`config.mk`:
```
export PLATFORM = sky130hd
export DESIGN_NAME = sdgc_top
export DESIGN_NICKNAME = d
export VERILOG_FILES = /design/src/shared/sdgc_pkg.sv /design/src/rtl/sdgc_top.sv /design/src/rtl/sdgc_detect_change.sv /design/src/rtl/sdgc_irq_style.sv
export SDC_FILE = /design/constraint.sdc
export NUM_CORES = 1
export LEC_CHECK = 0
export BUFFER_PORTS_ARGS = -buffer_cell sky130_fd_sc_hd__clkbuf_2
export CAP_MARGIN = 10
export CORE_MARGIN = 2
export CORE_UTILIZATION = 48
export DETAILED_ROUTE_END_ITERATION = 10
export PLACE_DENSITY = 0.77
export SLEW_MARGIN = 30
export SYNTH_ARGS = -nofsm -noshare
export SYNTH_HDL_FRONTEND = slang
export SYNTH_SLANG_ARGS = --single-unit
```
`constraint.sdc`:
```
create_clock -name ref_clk -period 1.4 [get_ports ref_clk]
set_clock_uncertainty 0.15 [all_clocks]
set_input_delay 0.21 -clock ref_clk [delete_from_list [all_inputs] [get_ports ref_clk]]
set_output_delay 0.21 -clock ref_clk [all_outputs]
set_load 0.01 [all_outputs]
```
`src/shared/sdgc_pkg.sv`:
```
// socket detect / global control package: offsets, bit positions, reset values
// assumes byte-wide socket register space with 8-bit offsets
package sdgc_pkg;

	// ----------------------------------------------------------------
	// register offsets in the socket register space
	// ----------------------------------------------------------------
	localparam logic [7:0] SDGC_OFS_STATUS_CHANGE = 8'h04; // status_change_register
	localparam logic [7:0] SDGC_OFS_CHANGE_CFG = 8'h05; // status-change irq configuration
	localparam logic [7:0] SDGC_OFS_DETECT_CTRL = 8'h16; // card_detect_general_control
	localparam logic [7:0] SDGC_OFS_GLOBAL_CTRL = 8'h1e; // socket_global_control

	// ----------------------------------------------------------------
	// card_detect_general_control fields
	// ----------------------------------------------------------------
	localparam int SDGC_DC_SENSE2 = 7; // sense2_level
	localparam int SDGC_DC_SENSE1 = 6; // sense1_level
	localparam int SDGC_DC_SW_TRIG = 5; // software detect trigger, reads zero
	localparam int SDGC_DC_RESUME = 4; // detect_resume_enable
	localparam int SDGC_DC_RST_RM = 1; // reset_on_removal

	// ----------------------------------------------------------------
	// socket_global_control fields
	// ----------------------------------------------------------------
	localparam int SDGC_GC_B_STYLE = 4; // card_b_irq_style
	localparam int SDGC_GC_A_STYLE = 3; // card_a_irq_style
	localparam int SDGC_GC_CLR_STYLE = 2; // flag_clear_style
	localparam int SDGC_GC_SC_STYLE = 1; // status_change_irq_style
	localparam int SDGC_GC_LOW_PWR = 0; // low_power_select

	// ----------------------------------------------------------------
	// status-change register and its configuration
	// ----------------------------------------------------------------
	localparam int SDGC_SC_DETECT = 0; // card-detect change flag
	localparam int SDGC_CF_DETECT_EN = 3; // detect_change_irq_enable

	// ----------------------------------------------------------------
	// reset values and misc
	// ----------------------------------------------------------------
	localparam logic SDGC_BIT_RST = 1'b0; // every writable bit resets low
	localparam logic [7:0] SDGC_BYTE_ZERO = 8'h00; // reserved / unmapped read data
	localparam int SDGC_IRQ_CHANNELS = 3; // card a, card b, status change
	localparam int SDGC_CH_A = 0;
	localparam int SDGC_CH_B = 1;
	localparam int SDGC_CH_SC = 2;
	localparam logic SDGC_STYLE_EDGE = 1'b0; // edge mode select value

endpackage : sdgc_pkg

```
`src/rtl/sdgc_top.sv`:
```
// socket detect and global control register pair with resume and irq logic
// assumes a byte register port in the socket space, one read or write a cycle,
// card pins synchronous to ref_clk
//
// Contract
// - bit 7 reads live second sense pin
// - bit 6 reads live first sense pin
// - writing bit 5 raises detect change when enabled
// - bit 5 inert when disabled, reads zero
// - resume enable drives ring/wake low on a detect pin change, not on a software trigger
// - ring/wake stays low until flag cleared
// - detect bits 3,2,0 read zero, ignore writes
// - bit 1 resets socket registers on removal
// - global bits 7 to 5 read zero
// - global bit 4 picks card b irq style
// - global bit 3 picks card a irq style
// - global bit 2 picks flag clear style
// - global bit 1 picks status-change irq style
// - power-down floats outputs outside card cycles
// - interrupts still pass in power-down
`timescale 1ns/1ps
module sdgc_top import sdgc_pkg::*; (
	input wire logic ref_clk,
	input wire logic rst_b,
	input wire logic [7:0] reg_addr,
	input wire logic reg_wr,
	input wire logic reg_rd,
	input wire logic [7:0] reg_wdata,
	output logic [7:0] reg_rdata,
	input wire logic voltage_sense_first,
	input wire logic voltage_sense_second,
	input wire logic card_present_first,
	input wire logic card_present_second,
	input wire logic card_a_irq_req,
	input wire logic card_b_irq_req,
	input wire logic card_cycle_active,
	output logic card_out_en,
	output logic ring_wake_output,
	output logic socket_regs_reset,
	output logic irq_card_a,
	output logic irq_card_b,
	output logic irq_status_change
);

	// ----------------------------------------------------------------
	// reset release
	// ----------------------------------------------------------------
	logic rst_meta_b; // first stage, read only by the second
	logic rst_sync_b; // released reset for all other logic

	// two-flop release; assertion is immediate, release is clocked
	always_ff @(posedge ref_clk or negedge rst_b) begin
		if (!rst_b) begin
			rst_meta_b <= 1'b0;
			rst_sync_b <= 1'b0;
		end else begin
			rst_meta_b <= 1'b1;
			rst_sync_b <= rst_meta_b;
		end
	end

	// ----------------------------------------------------------------
	// card-detect change detection
	// ----------------------------------------------------------------
	logic hw_change; // either detect pin moved
	logic card_removed; // card left the socket

	sdgc_detect_change u_detect (
		.ref_clk(ref_clk),
		.rst_sync_b(rst_sync_b),
		.card_present_first(card_present_first),
		.card_present_second(card_present_second),
		.detect_change(hw_change),
		.card_removed(card_removed)
	);

	// ----------------------------------------------------------------
	// register state
	// ----------------------------------------------------------------
	logic detect_resume_enable; // resume on detect change
	logic reset_on_removal; // wipe socket registers on removal
	logic detect_change_irq_enable; // lets software trigger and irq through
	logic change_flag; // card-detect change flag
	logic ring_low; // ring/wake held low
	logic [4:0] glob; // global control writable bits 4..0
	logic next_detect_resume_enable;
	logic next_reset_on_removal;
	logic next_detect_change_irq_enable;
	logic next_change_flag;
	logic next_ring_low;
	logic [4:0] next_glob;

	// decoded accesses
	logic wr_detect; // write to detect/control
	logic wr_glob; // write to global control
	logic wr_sc; // write to status change
	logic wr_cfg; // write to change configuration
	logic rd_sc; // read of status change
	logic sw_trigger; // software detect trigger accepted
	logic flag_clear; // flag clear request this cycle
	logic flag_set; // flag set request this cycle
	logic wipe; // removal wipe of socket registers

	// decode, set/clear and wipe; set always beats clear
	always_comb begin
		wr_detect = reg_wr && (reg_addr == SDGC_OFS_DETECT_CTRL);
		wr_glob = reg_wr && (reg_addr == SDGC_OFS_GLOBAL_CTRL);
		wr_sc = reg_wr && (reg_addr == SDGC_OFS_STATUS_CHANGE);
		wr_cfg = reg_wr && (reg_addr == SDGC_OFS_CHANGE_CFG);
		rd_sc = reg_rd && (reg_addr == SDGC_OFS_STATUS_CHANGE);
		wipe = card_removed && reset_on_removal;
		// trigger only counts while the detect irq is enabled
		sw_trigger = wr_detect && reg_wdata[SDGC_DC_SW_TRIG] && detect_change_irq_enable;
		flag_set = hw_change || sw_trigger;
		// read-clear or write-one-clear by global style
		if (glob[SDGC_GC_CLR_STYLE]) begin
			flag_clear = wr_sc && reg_wdata[SDGC_SC_DETECT];
		end else begin
			flag_clear = rd_sc;
		end

		// detect/control writable bits; reserved bits never stored
		next_detect_resume_enable = detect_resume_enable;
		next_reset_on_removal = reset_on_removal;
		if (wr_detect) begin
			next_detect_resume_enable = reg_wdata[SDGC_DC_RESUME];
			next_reset_on_removal = reg_wdata[SDGC_DC_RST_RM];
		end

		// change configuration enable
		next_detect_change_irq_enable = detect_change_irq_enable;
		if (wr_cfg) begin
			next_detect_change_irq_enable = reg_wdata[SDGC_CF_DETECT_EN];
		end

		// global control keeps only bits 4..0
		next_glob = glob;
		if (wr_glob) begin
			next_glob = reg_wdata[4:0];
		end

		// flag: set wins over clear
		if (flag_set) begin
			next_change_flag = 1'b1;
		end else if (flag_clear) begin
			next_change_flag = 1'b0;
		end else begin
			next_change_flag = change_flag;
		end

		// removal wipe of the socket's own registers, flag kept for the removal
		if (wipe) begin
			next_detect_resume_enable = SDGC_BIT_RST;
			next_detect_change_irq_enable = SDGC_BIT_RST;
		end

		// ring/wake: goes low on a detect pin change with resume enabled, not on a software trigger
		// held low only while the flag stays set
		next_ring_low = next_change_flag && (ring_low || (hw_change && detect_resume_enable));
	end

	// register state, all writable bits reset low
	always_ff @(posedge ref_clk or negedge rst_sync_b) begin
		if (!rst_sync_b) begin
			detect_resume_enable <= SDGC_BIT_RST;
			reset_on_removal <= SDGC_BIT_RST;
			detect_change_irq_enable <= SDGC_BIT_RST;
			change_flag <= SDGC_BIT_RST;
			ring_low <= SDGC_BIT_RST;
			glob <= 5'h00;
		end else begin
			detect_resume_enable <= next_detect_resume_enable;
			reset_on_removal <= next_reset_on_removal;
			detect_change_irq_enable <= next_detect_change_irq_enable;
			change_flag <= next_change_flag;
			ring_low <= next_ring_low;
			glob <= next_glob;
		end
	end

	// ----------------------------------------------------------------
	// read data and pin outputs
	// ----------------------------------------------------------------
	logic [7:0] next_reg_rdata;
	logic next_card_out_en;
	logic next_ring_wake_output;
	logic next_socket_regs_reset;

	// read mux; sense bits are live pins with no stored value
	always_comb begin
		next_reg_rdata = SDGC_BYTE_ZERO; // unmapped and reserved read zero
		if (reg_rd) begin
			unique case (reg_addr)
				SDGC_OFS_DETECT_CTRL: begin
					next_reg_rdata[SDGC_DC_SENSE2] = voltage_sense_second;
					next_reg_rdata[SDGC_DC_SENSE1] = voltage_sense_first;
					next_reg_rdata[SDGC_DC_RESUME] = detect_resume_enable;
					next_reg_rdata[SDGC_DC_RST_RM] = reset_on_removal;
					// trigger bit and bits 3,2,0 stay zero
				end
				SDGC_OFS_GLOBAL_CTRL: begin
					next_reg_rdata[4:0] = glob; // bits 7..5 stay zero
				end
				SDGC_OFS_STATUS_CHANGE: begin
					next_reg_rdata[SDGC_SC_DETECT] = change_flag;
				end
				SDGC_OFS_CHANGE_CFG: begin
					next_reg_rdata[SDGC_CF_DETECT_EN] = detect_change_irq_enable;
				end
				default: begin
					next_reg_rdata = SDGC_BYTE_ZERO;
				end
			endcase
		end
		// power-down: drive only during an active card cycle
		next_card_out_en = !glob[SDGC_GC_LOW_PWR] || card_cycle_active;
		next_ring_wake_output = !next_ring_low;
		next_socket_regs_reset = wipe;
	end

	// output flops; ring/wake idles high
	always_ff @(posedge ref_clk or negedge rst_sync_b) begin
		if (!rst_sync_b) begin
			reg_rdata <= SDGC_BYTE_ZERO;
			card_out_en <= 1'b1;
			ring_wake_output <= 1'b1;
			socket_regs_reset <= SDGC_BIT_RST;
		end else begin
			reg_rdata <= next_reg_rdata;
			card_out_en <= next_card_out_en;
			ring_wake_output <= next_ring_wake_output;
			socket_regs_reset <= next_socket_regs_reset;
		end
	end

	// ----------------------------------------------------------------
	// host interrupt signalling
	// ----------------------------------------------------------------
	logic [SDGC_IRQ_CHANNELS-1:0] irq_req; // per-source request level
	logic [SDGC_IRQ_CHANNELS-1:0] irq_lvl; // per-source level style
	logic [SDGC_IRQ_CHANNELS-1:0] irq_out; // per-source host line

	// requests are not gated by power-down
	always_comb begin
		irq_req[SDGC_CH_A] = card_a_irq_req;
		irq_req[SDGC_CH_B] = card_b_irq_req;
		irq_req[SDGC_CH_SC] = change_flag && detect_change_irq_enable;
		irq_lvl[SDGC_CH_A] = glob[SDGC_GC_A_STYLE];
		irq_lvl[SDGC_CH_B] = glob[SDGC_GC_B_STYLE];
		irq_lvl[SDGC_CH_SC] = glob[SDGC_GC_SC_STYLE];
	end

	// one signalling unit per source
	for (genvar ch = 0; ch < SDGC_IRQ_CHANNELS; ch++) begin : g_irq
		sdgc_irq_style u_style (
			.ref_clk(ref_clk),
			.rst_sync_b(rst_sync_b),
			.req(irq_req[ch]),
			.level_style(irq_lvl[ch]),
			.irq(irq_out[ch])
		);
	end

	// the submodule outputs are flops themselves
	assign irq_card_a = irq_out[SDGC_CH_A];
	assign irq_card_b = irq_out[SDGC_CH_B];
	assign irq_status_change = irq_out[SDGC_CH_SC];
endmodule : sdgc_top

```
`src/rtl/sdgc_detect_change.sv`:
```
// card-detect change and removal detector for the two detect pins
// assumes the detect pins are synchronous to ref_clk and low while seated
`timescale 1ns/1ps
module sdgc_detect_change import sdgc_pkg::*; (
	input wire logic ref_clk,
	input wire logic rst_sync_b,
	input wire logic card_present_first,
	input wire logic card_present_second,
	output logic detect_change,
	output logic card_removed
);

	// ----------------------------------------------------------------
	// history of the pins
	// ----------------------------------------------------------------
	logic [1:0] prev_pins; // pins seen last cycle
	logic prev_valid; // history holds a real sample
	logic [1:0] next_prev_pins;
	logic next_prev_valid;
	logic [1:0] now_pins; // current pin pair

	// next history; no change is reported before the first real sample
	always_comb begin
		now_pins = {card_present_second, card_present_first};
		next_prev_pins = now_pins;
		next_prev_valid = 1'b1;
		// change on either pin
		detect_change = prev_valid && (now_pins != prev_pins);
		// seated means both low; removal is seated to not seated
		card_removed = prev_valid && (prev_pins == 2'h0) && (now_pins != 2'h0);
	end

	// history register
	always_ff @(posedge ref_clk or negedge rst_sync_b) begin
		if (!rst_sync_b) begin
			prev_pins <= 2'h0;
			prev_valid <= SDGC_BIT_RST;
		end else begin
			prev_pins <= next_prev_pins;
			prev_valid <= next_prev_valid;
		end
	end

endmodule : sdgc_detect_change

```
`src/rtl/sdgc_irq_style.sv`:
```
// host interrupt signalling for one source: edge pulse or level follow
// assumes req is a level that stays high while the source wants service
`timescale 1ns/1ps
module sdgc_irq_style import sdgc_pkg::*; (
	input wire logic ref_clk,
	input wire logic rst_sync_b,
	input wire logic req,
	input wire logic level_style,
	output logic irq
);

	// ----------------------------------------------------------------
	// edge detect and output register
	// ----------------------------------------------------------------
	logic req_seen; // req value last cycle
	logic next_req_seen;
	logic next_irq;

	// edge mode gives one pulse per rising request, level mode follows it
	always_comb begin
		next_req_seen = req;
		if (level_style != SDGC_STYLE_EDGE) begin
			next_irq = req;
		end else begin
			next_irq = req && !req_seen;
		end
	end

	// registered so the host sees a clean flop output
	always_ff @(posedge ref_clk or negedge rst_sync_b) begin
		if (!rst_sync_b) begin
			req_seen <= SDGC_BIT_RST;
			irq <= SDGC_BIT_RST;
		end else begin
			req_seen <= next_req_seen;
			irq <= next_irq;
		end
	end
endmodule : sdgc_irq_style

```
==> results of run 1 <==
## flip-flops by register name (all words and copies together), names as in the netlist, 2 cells and up
register,flops
reg_rdata,7
glob,5
g_irq.u_style.irq,3
g_irq.u_style.req_seen,3
u_detect.prev_pins,2
## layout make-up
| class | count | share of cell area, % |
|---|---|---|
| clock inverter | 1 | 0.2978 |
| multi-input combinational | 50 | 24.13 |
| clock buffer | 7 | 3.276 |
| sequential | 31 | 46.31 |
| tap | 30 | 2.234 |
| inverter | 7 | 1.564 |
| timing repair buffer | 56 | 22.19 |
## worst min-delay path by stage
stage                     cells after the start  startpoint                  end
after global routing                          2       rst_b           rst_sync_b
after global placement                        1       rst_b           rst_meta_b
after floorplan                               0       rst_b           rst_meta_b
after CTS                                     2       rst_b           rst_meta_b
after detailed placement                      1       rst_b           rst_meta_b
final                                         0  rst_sync_b  u_detect.prev_valid
## cells in the mapped netlist
cell,instances
and2_1,3
nand3_1,1
a21oi_1,1
nand2_1,2
conb_1,2
nor2_1,6
o2111ai_1,1
nor4_1,1
inv_1,7
a21boi_0,4
xnor2_1,2
nand2b_1,1
nor3_4,1
nor4b_4,1
nor2b_1,1
a221oi_2,1
mux2_2,6
and3_2,1
nor3b_1,2
a32o_1,2
dfrtp_1,29
nand4_1,2
a21o_1,1
buf_6,1
dfstp_2,2
mux2i_1,4
and4b_1,1
and4_1,1
and3_1,1
buf_4,1
## power by group through the flow
stage                     logic, mW  clock network [mW]  registers, mW
after floorplan              0.0681                   0           1.01
after global placement        0.161                   0          0.992
after detailed placement      0.168                   0          0.996
after CTS                     0.196               0.550          0.979
after global routing          0.223               0.580          0.986
final                         0.201               0.525          0.978
## routing by layer
metal / global-route usage (%) / share of wire (%) / vias to the layer above
met5: 0 / 0 / -
met2: 31.73 / 52 / 31
met4: 11.25 / 2.2 / 0
li1: - / - / 427
met1: 21.70 / 39 / 432
met3: 6.011 / 6.6 / 7
## timing repair
item                                    CTS  global route
hold buffers                             13             0
pin swaps                                 0             1
endpoints found under the setup margin    1             5
endpoints found under the hold margin    19             0
gates resized for setup                   0             2
## cell families after synthesis
kind of cell    after synthesis
xor+xnor                      2
flops                        31
buf+inv                       9
mux                          10
compound gates               10
other cells                   2
simple gates                 25
## worst register-to-register path, cell delays in order, from the launching register on
cell and delay [ps]:
dfrtp_1 410, nor2b_1 120, o2111ai_1 150, a221oi_2 390, a21oi_2 70
## cells in the final DEF, fill, tap and decap left out, drive strengths merged, types with 2 or more instances in the layout
| cell | Yosys | final |
|---|---|---|
| a21boi | 4 | 4 |
| and3 | 2 | 2 |
| inv | 7 | 7 |
| xnor2 | 2 | 2 |
| a32o | 2 | 2 |
| mux2 | 6 | 6 |
| and2 | 3 | 3 |
| nand2 | 2 | 2 |
| clkbuf | 0 | 44 |
| nor3b | 2 | 2 |
| buf | 2 | 6 |
| conb | 2 | 3 |
| dfrtp | 29 | 29 |
| dlygate4sd3 | 0 | 13 |
| nand4 | 2 | 2 |
| nor2 | 6 | 6 |
| dfstp | 2 | 2 |
| mux2i | 4 | 4 |
## per-stage QoR
| stage | setup TNS (ps) | setup slack [ps] | std cells |
|---|---|---|---|
| after floorplan | 0 | 49.81 | 90 |
| after global placement | -710.3 | -96.61 | 161 |
| after CTS | -2.115 | -2.115 | 182 |
| after global routing | -313.8 | -114.0 | 182 |
| after detailed placement | -1144 | -151.0 | 161 |
| final | -4.341 | -4.341 | 182 |
==> metrics.yaml, run 1 <==
antenna_found_initial: 0
violations: "negative setup slack"
cts_root_buf: "clkbuf_4"
initial_core_util_pct: 49.95
ys_warn_count: 0
placed_area_mm2: 0.001480
clk_path_buf_depth: 2
grt_pass1_wl_mm: 3.843
postSynthAreaPerCell_um2: 13.65
critPathArrivalTime_ps: 1460
grt-ovfl-total: 0
finalSetupViolCount: 1
pwr-share-clk_pct: 30.8
rsz0062_at_grt: "yes"
p_per_area_mw_per_mm2: 1014
numCtsBuffers: 5
vias_per_cell: 4.929
crit_slowest_cell: "dfrtp_1"
netlist.area_leader.share_pct: 59.73
wl_mm: 2.316
grt_usage_pct: 19.18
synth_mux_area_share_pct: 8.857
portBuffers: 37
synthesis.area_mm2: 0.001215
hold_ws_ps: 14.20
hp-class: "reg2async"
num-fill-cells: 194
final_util_pct: 69.08
tritoncts: "yes"
cp_max_fo: 4
drive_gt1_share_pct: 42.11
drc: 0
path_class: "reg2reg"
ys_seq_area_share_pct: 64.06
synth-compound-area-share_pct: 7.106
clock_latency_ps: 330
r2r_cells: 4
crit_cells: 4
post_cts_buffers: 0
grt_pass1_vias: 903
yosysTopAreaCell: "dfrtp_1"
cp.required_ps: 1450
ios: 41
drtIter0Drc: 5
crit_path_start_kind: "register"
setup_ws_ps: -4.341
vias: 897
cts_max_level: 2
synth-xor-area-share_pct: 1.442
p_seq_share_pct: 57.4
crit_end: "ring_low"
maxSlewViolCount: 0
rows: 18
synth.distinct_cells: 30
area.growth.synth_to_final_pct: 38.31
synth_seq_cells: 31
antenna_cells: 0
clock-sinks: 31
die_y_um: 54.31
hold_viol: 0
multi_input_comb_area_um2: 405.4
synth_top_family_by_area: "simple AND/OR/NAND/NOR gates"
die_w_um: 54.31
cp_slowest_stage_delay_ps: 410
globalplace.congestion: 0.9289
firstDrtPassIters: 4
cap_violations: 0
critical_path_buf_inv_count: 0
fin_crit_ps: 1404
p_comb_share_pct: 11.8
power.total_mw: 1.704
synthAdderAreaFrac_pct: 0
dieArea_mm2: 0.002950
crit_chain: "nor2b_1 > o2111ai_1 > a221oi_2 > a21oi_2"
synth-simple-area-share_pct: 14.21
finalCritPeriodShare_pct: 100.3
r2r_setup_slack_ps: -4
grt_max_degree: 22
peakVddDrop_mv: 0.6852
seq_area_um2: 778.2
critPathLaunch: "glob[2]"
p_leak_nw: 0.8511
outcome: "finished with violations"
timing.rr.start: "glob[2]"
max_freq_mhz: 712.1
wl_per_cell_um: 12.73
path_clk_slew_ps: 90
synthCells: 89
final_nets: 178
cp-end-kind: "register"
r2r_end: "ring_low"
stdcell_area_mm2: 0.001680
coreArea_mm2: 0.002432
swShare_pct: 23.48
crit_family: "compound AO/OA/AOI/OAI gates"
dp_hpwl_mm: 1.737
p_int_mw: 1.304
synthTopCellsByArea: "dfrtp_1 60%, mux2_2 5.6%, dfstp_2 4.3%"
drtAntennaViolNets: 0
switching_power_mw: 0.4002
(Power assumes the default switching activity.)
==> run 2: changes to the inputs <==
--- a/config.mk
+++ b/config.mk
@@ -11,4 +11,5 @@
 export CORE_UTILIZATION = 48
 export DETAILED_ROUTE_END_ITERATION = 10
+export HOLD_SLACK_MARGIN = 0.05
 export PLACE_DENSITY = 0.77
 export SLEW_MARGIN = 30
--- a/constraint.sdc
+++ b/constraint.sdc
@@ -3,3 +3,3 @@
 set_input_delay 0.21 -clock ref_clk [delete_from_list [all_inputs] [get_ports ref_clk]]
 set_output_delay 0.21 -clock ref_clk [all_outputs]
-set_load 0.01 [all_outputs]
+set_load 0.02 [all_outputs]
==> metrics.yaml, run 2 (synthesis gave the netlist of run 1 again) <==
numCtsBuffers: 5  # unchanged
vias: 903  # +0.67%
coreArea_mm2: 0.002432  # unchanged
final_common_cell: "clkbuf_2"
timing.rr.start: "glob[2]"
dieArea_mm2: 0.002950  # unchanged
wl_per_cell_um: 12.80  # +0.58%
hold_ws_ps: 98.97  # +84.76 ps
ios: 41  # unchanged
cp_max_fo: 4  # unchanged
drive_gt1_share_pct: 41.56  # -0.55 points
p_leak_nw: 0.8581  # +0.82%
drtAntennaViolNets: 0  # unchanged
cp.required_ps: 1450  # about the same
clock_latency_ps: 330  # about the same
hold_viol: 0  # unchanged
vias_per_cell: 4.908  # -0.43%
clk_path_buf_depth: 2  # unchanged
cp-end-kind: "register"
cts_root_buf: "clkbuf_4"
critPathArrivalTime_ps: 1460  # about the same
post_cts_buffers: 0  # unchanged
critPathLaunch: "glob[2]"
p_per_area_mw_per_mm2: 1014  # about the same
globalplace.congestion: 0.9289  # unchanged
initial_core_util_pct: 49.95  # unchanged
peakVddDrop_mv: 0.7238  # +5.6%
violations: "negative setup slack"
finalCritPeriodShare_pct: 100.3  # about the same
antenna_cells: 0  # unchanged
area.growth.synth_to_final_pct: 39.96
die_y_um: 54.31  # unchanged
top_regs: "reg_rdata: 7 flops, glob: 5 flops"
setup_ws_ps: -3.559  # +0.7814 ps
rows: 18  # unchanged
grt_pass1_vias: 913  # +1.1%
final_util_pct: 69.91  # +0.82 points
max_freq_mhz: 712.5  # about the same
final_cell_mix: "36 x clkbuf_2, 29 x dfrtp_1, 15 x dlygate4sd3_1"
r2r_end: "ring_low"
wl_mm: 2.355  # +1.7%
r2r_cells: 4  # unchanged
outcome: "finished with violations"
grt_pass1_wl_mm: 3.919  # +2.0%
crit_end: "ring_low"
path_clk_slew_ps: 90  # about the same
grt_max_degree: 22  # unchanged
drc: 0  # unchanged
rsz0062_at_grt: "yes"
largest_reg_flops: 7  # unchanged
hp-class: "in2reg"
path_class: "reg2reg"
tritoncts: "yes"
maxSlewViolCount: 0  # unchanged
cap_violations: 0  # unchanged
dp_hpwl_mm: 1.737  # unchanged
grt_usage_pct: 19.65  # +0.47 points
antenna_found_initial: 0  # unchanged
final_nets: 180  # +1.1%
crit_path_start_kind: "register"
portBuffers: 37  # unchanged
fin_crit_ps: 1404  # -0.7814 ps
firstDrtPassIters: 4  # unchanged
cts_max_level: 2  # unchanged
die_w_um: 54.31  # unchanged
r2r_setup_slack_ps: -4  # about the same
max_flop_register: "reg_rdata"
finalSetupViolCount: 1  # unchanged
drtIter0Drc: 6  # +1
grt-ovfl-total: 0  # unchanged
clock-sinks: 31  # unchanged
run 2: how the worst min path moves through the flow:
stage | start | to | slack [ps] | cells after the start
after CTS | reg_wdata[5] | change_flag | 90 | 4
after global placement | rst_b | rst_meta_b | -150 | 1
after detailed placement | rst_b | rst_meta_b | -150 | 1
after floorplan | rst_b | rst_meta_b | -240 | 0
after global routing | reg_wdata[5] | change_flag | 110 | 4
final | reg_wdata[5] | change_flag | 100 | 4
run 2: worst max-delay path: stages (launching register included):
cell and delay [ps]:
dfrtp_1 410, nor2b_1 120, o2111ai_1 150, a221oi_2 390, a21oi_2 70
run 2: final cells by class:
class,instances,area (um2)
Fill cell,193,732.0
Clock inverter,1,5.005
Timing Repair Buffer,58,392.9
Sequential cell,31,778.2
Clock buffer,7,55.05
Multi-Input combinational cell,50,405.4
Inverter,7,26.28
Tap cell,30,37.54
run 2: what timing repair did:
| action | CTS | global route |
|---|---|---|
| gates resized for setup | 0 | 3 |
| pin swaps | 0 | 1 |
| endpoints found under the setup margin | 1 | 7 |
| hold endpoints to repair | 27 | 0 |
| hold buffers | 15 | 0 |
run 2: routing by layer:
layer / GRT usage (%) / part of all wire [%] / vias to the layer above
met4: 11.25 / 2.2 / 0
met1: 21.88 / 37 / 435
met2: 33.13 / 54 / 29
met3: 6.011 / 6.4 / 7
li1: - / - / 432
met5: 0 / 0 / -
run 2: report_power, final:
| group | leakage (nW) | internal (mW) | total, mW | switching (mW) |
|---|---|---|---|---|
| clock network | 0.0353 | 0.243 | 0.527 | 0.285 |
| registers | 0.399 | 0.951 | 0.975 | 0.0238 |
| logic | 0.423 | 0.114 | 0.222 | 0.109 |
| total | 0.858 | 1.31 | 1.72 | 0.417 |
run 2: stage by stage:
stage / area [um2] / power, mW / setup TNS (ps) / setup WS [ps] / cells
5_1_grt: 1700 / 1.807 / -313.8 / -114.0 / 184
4_1_cts: 1690 / 1.743 / -2.115 / -2.115 / 184
3_3_place_gp: 1480 / 1.167 / -710.3 / -96.61 / 161
2_1_floorplan: 1219 / 1.088 / 0 / 49.81 / 90
3_5_place_dp: 1480 / 1.178 / -1144 / -151.0 / 161
6_report: 1700 / 1.725 / -3.559 / -3.559 / 184
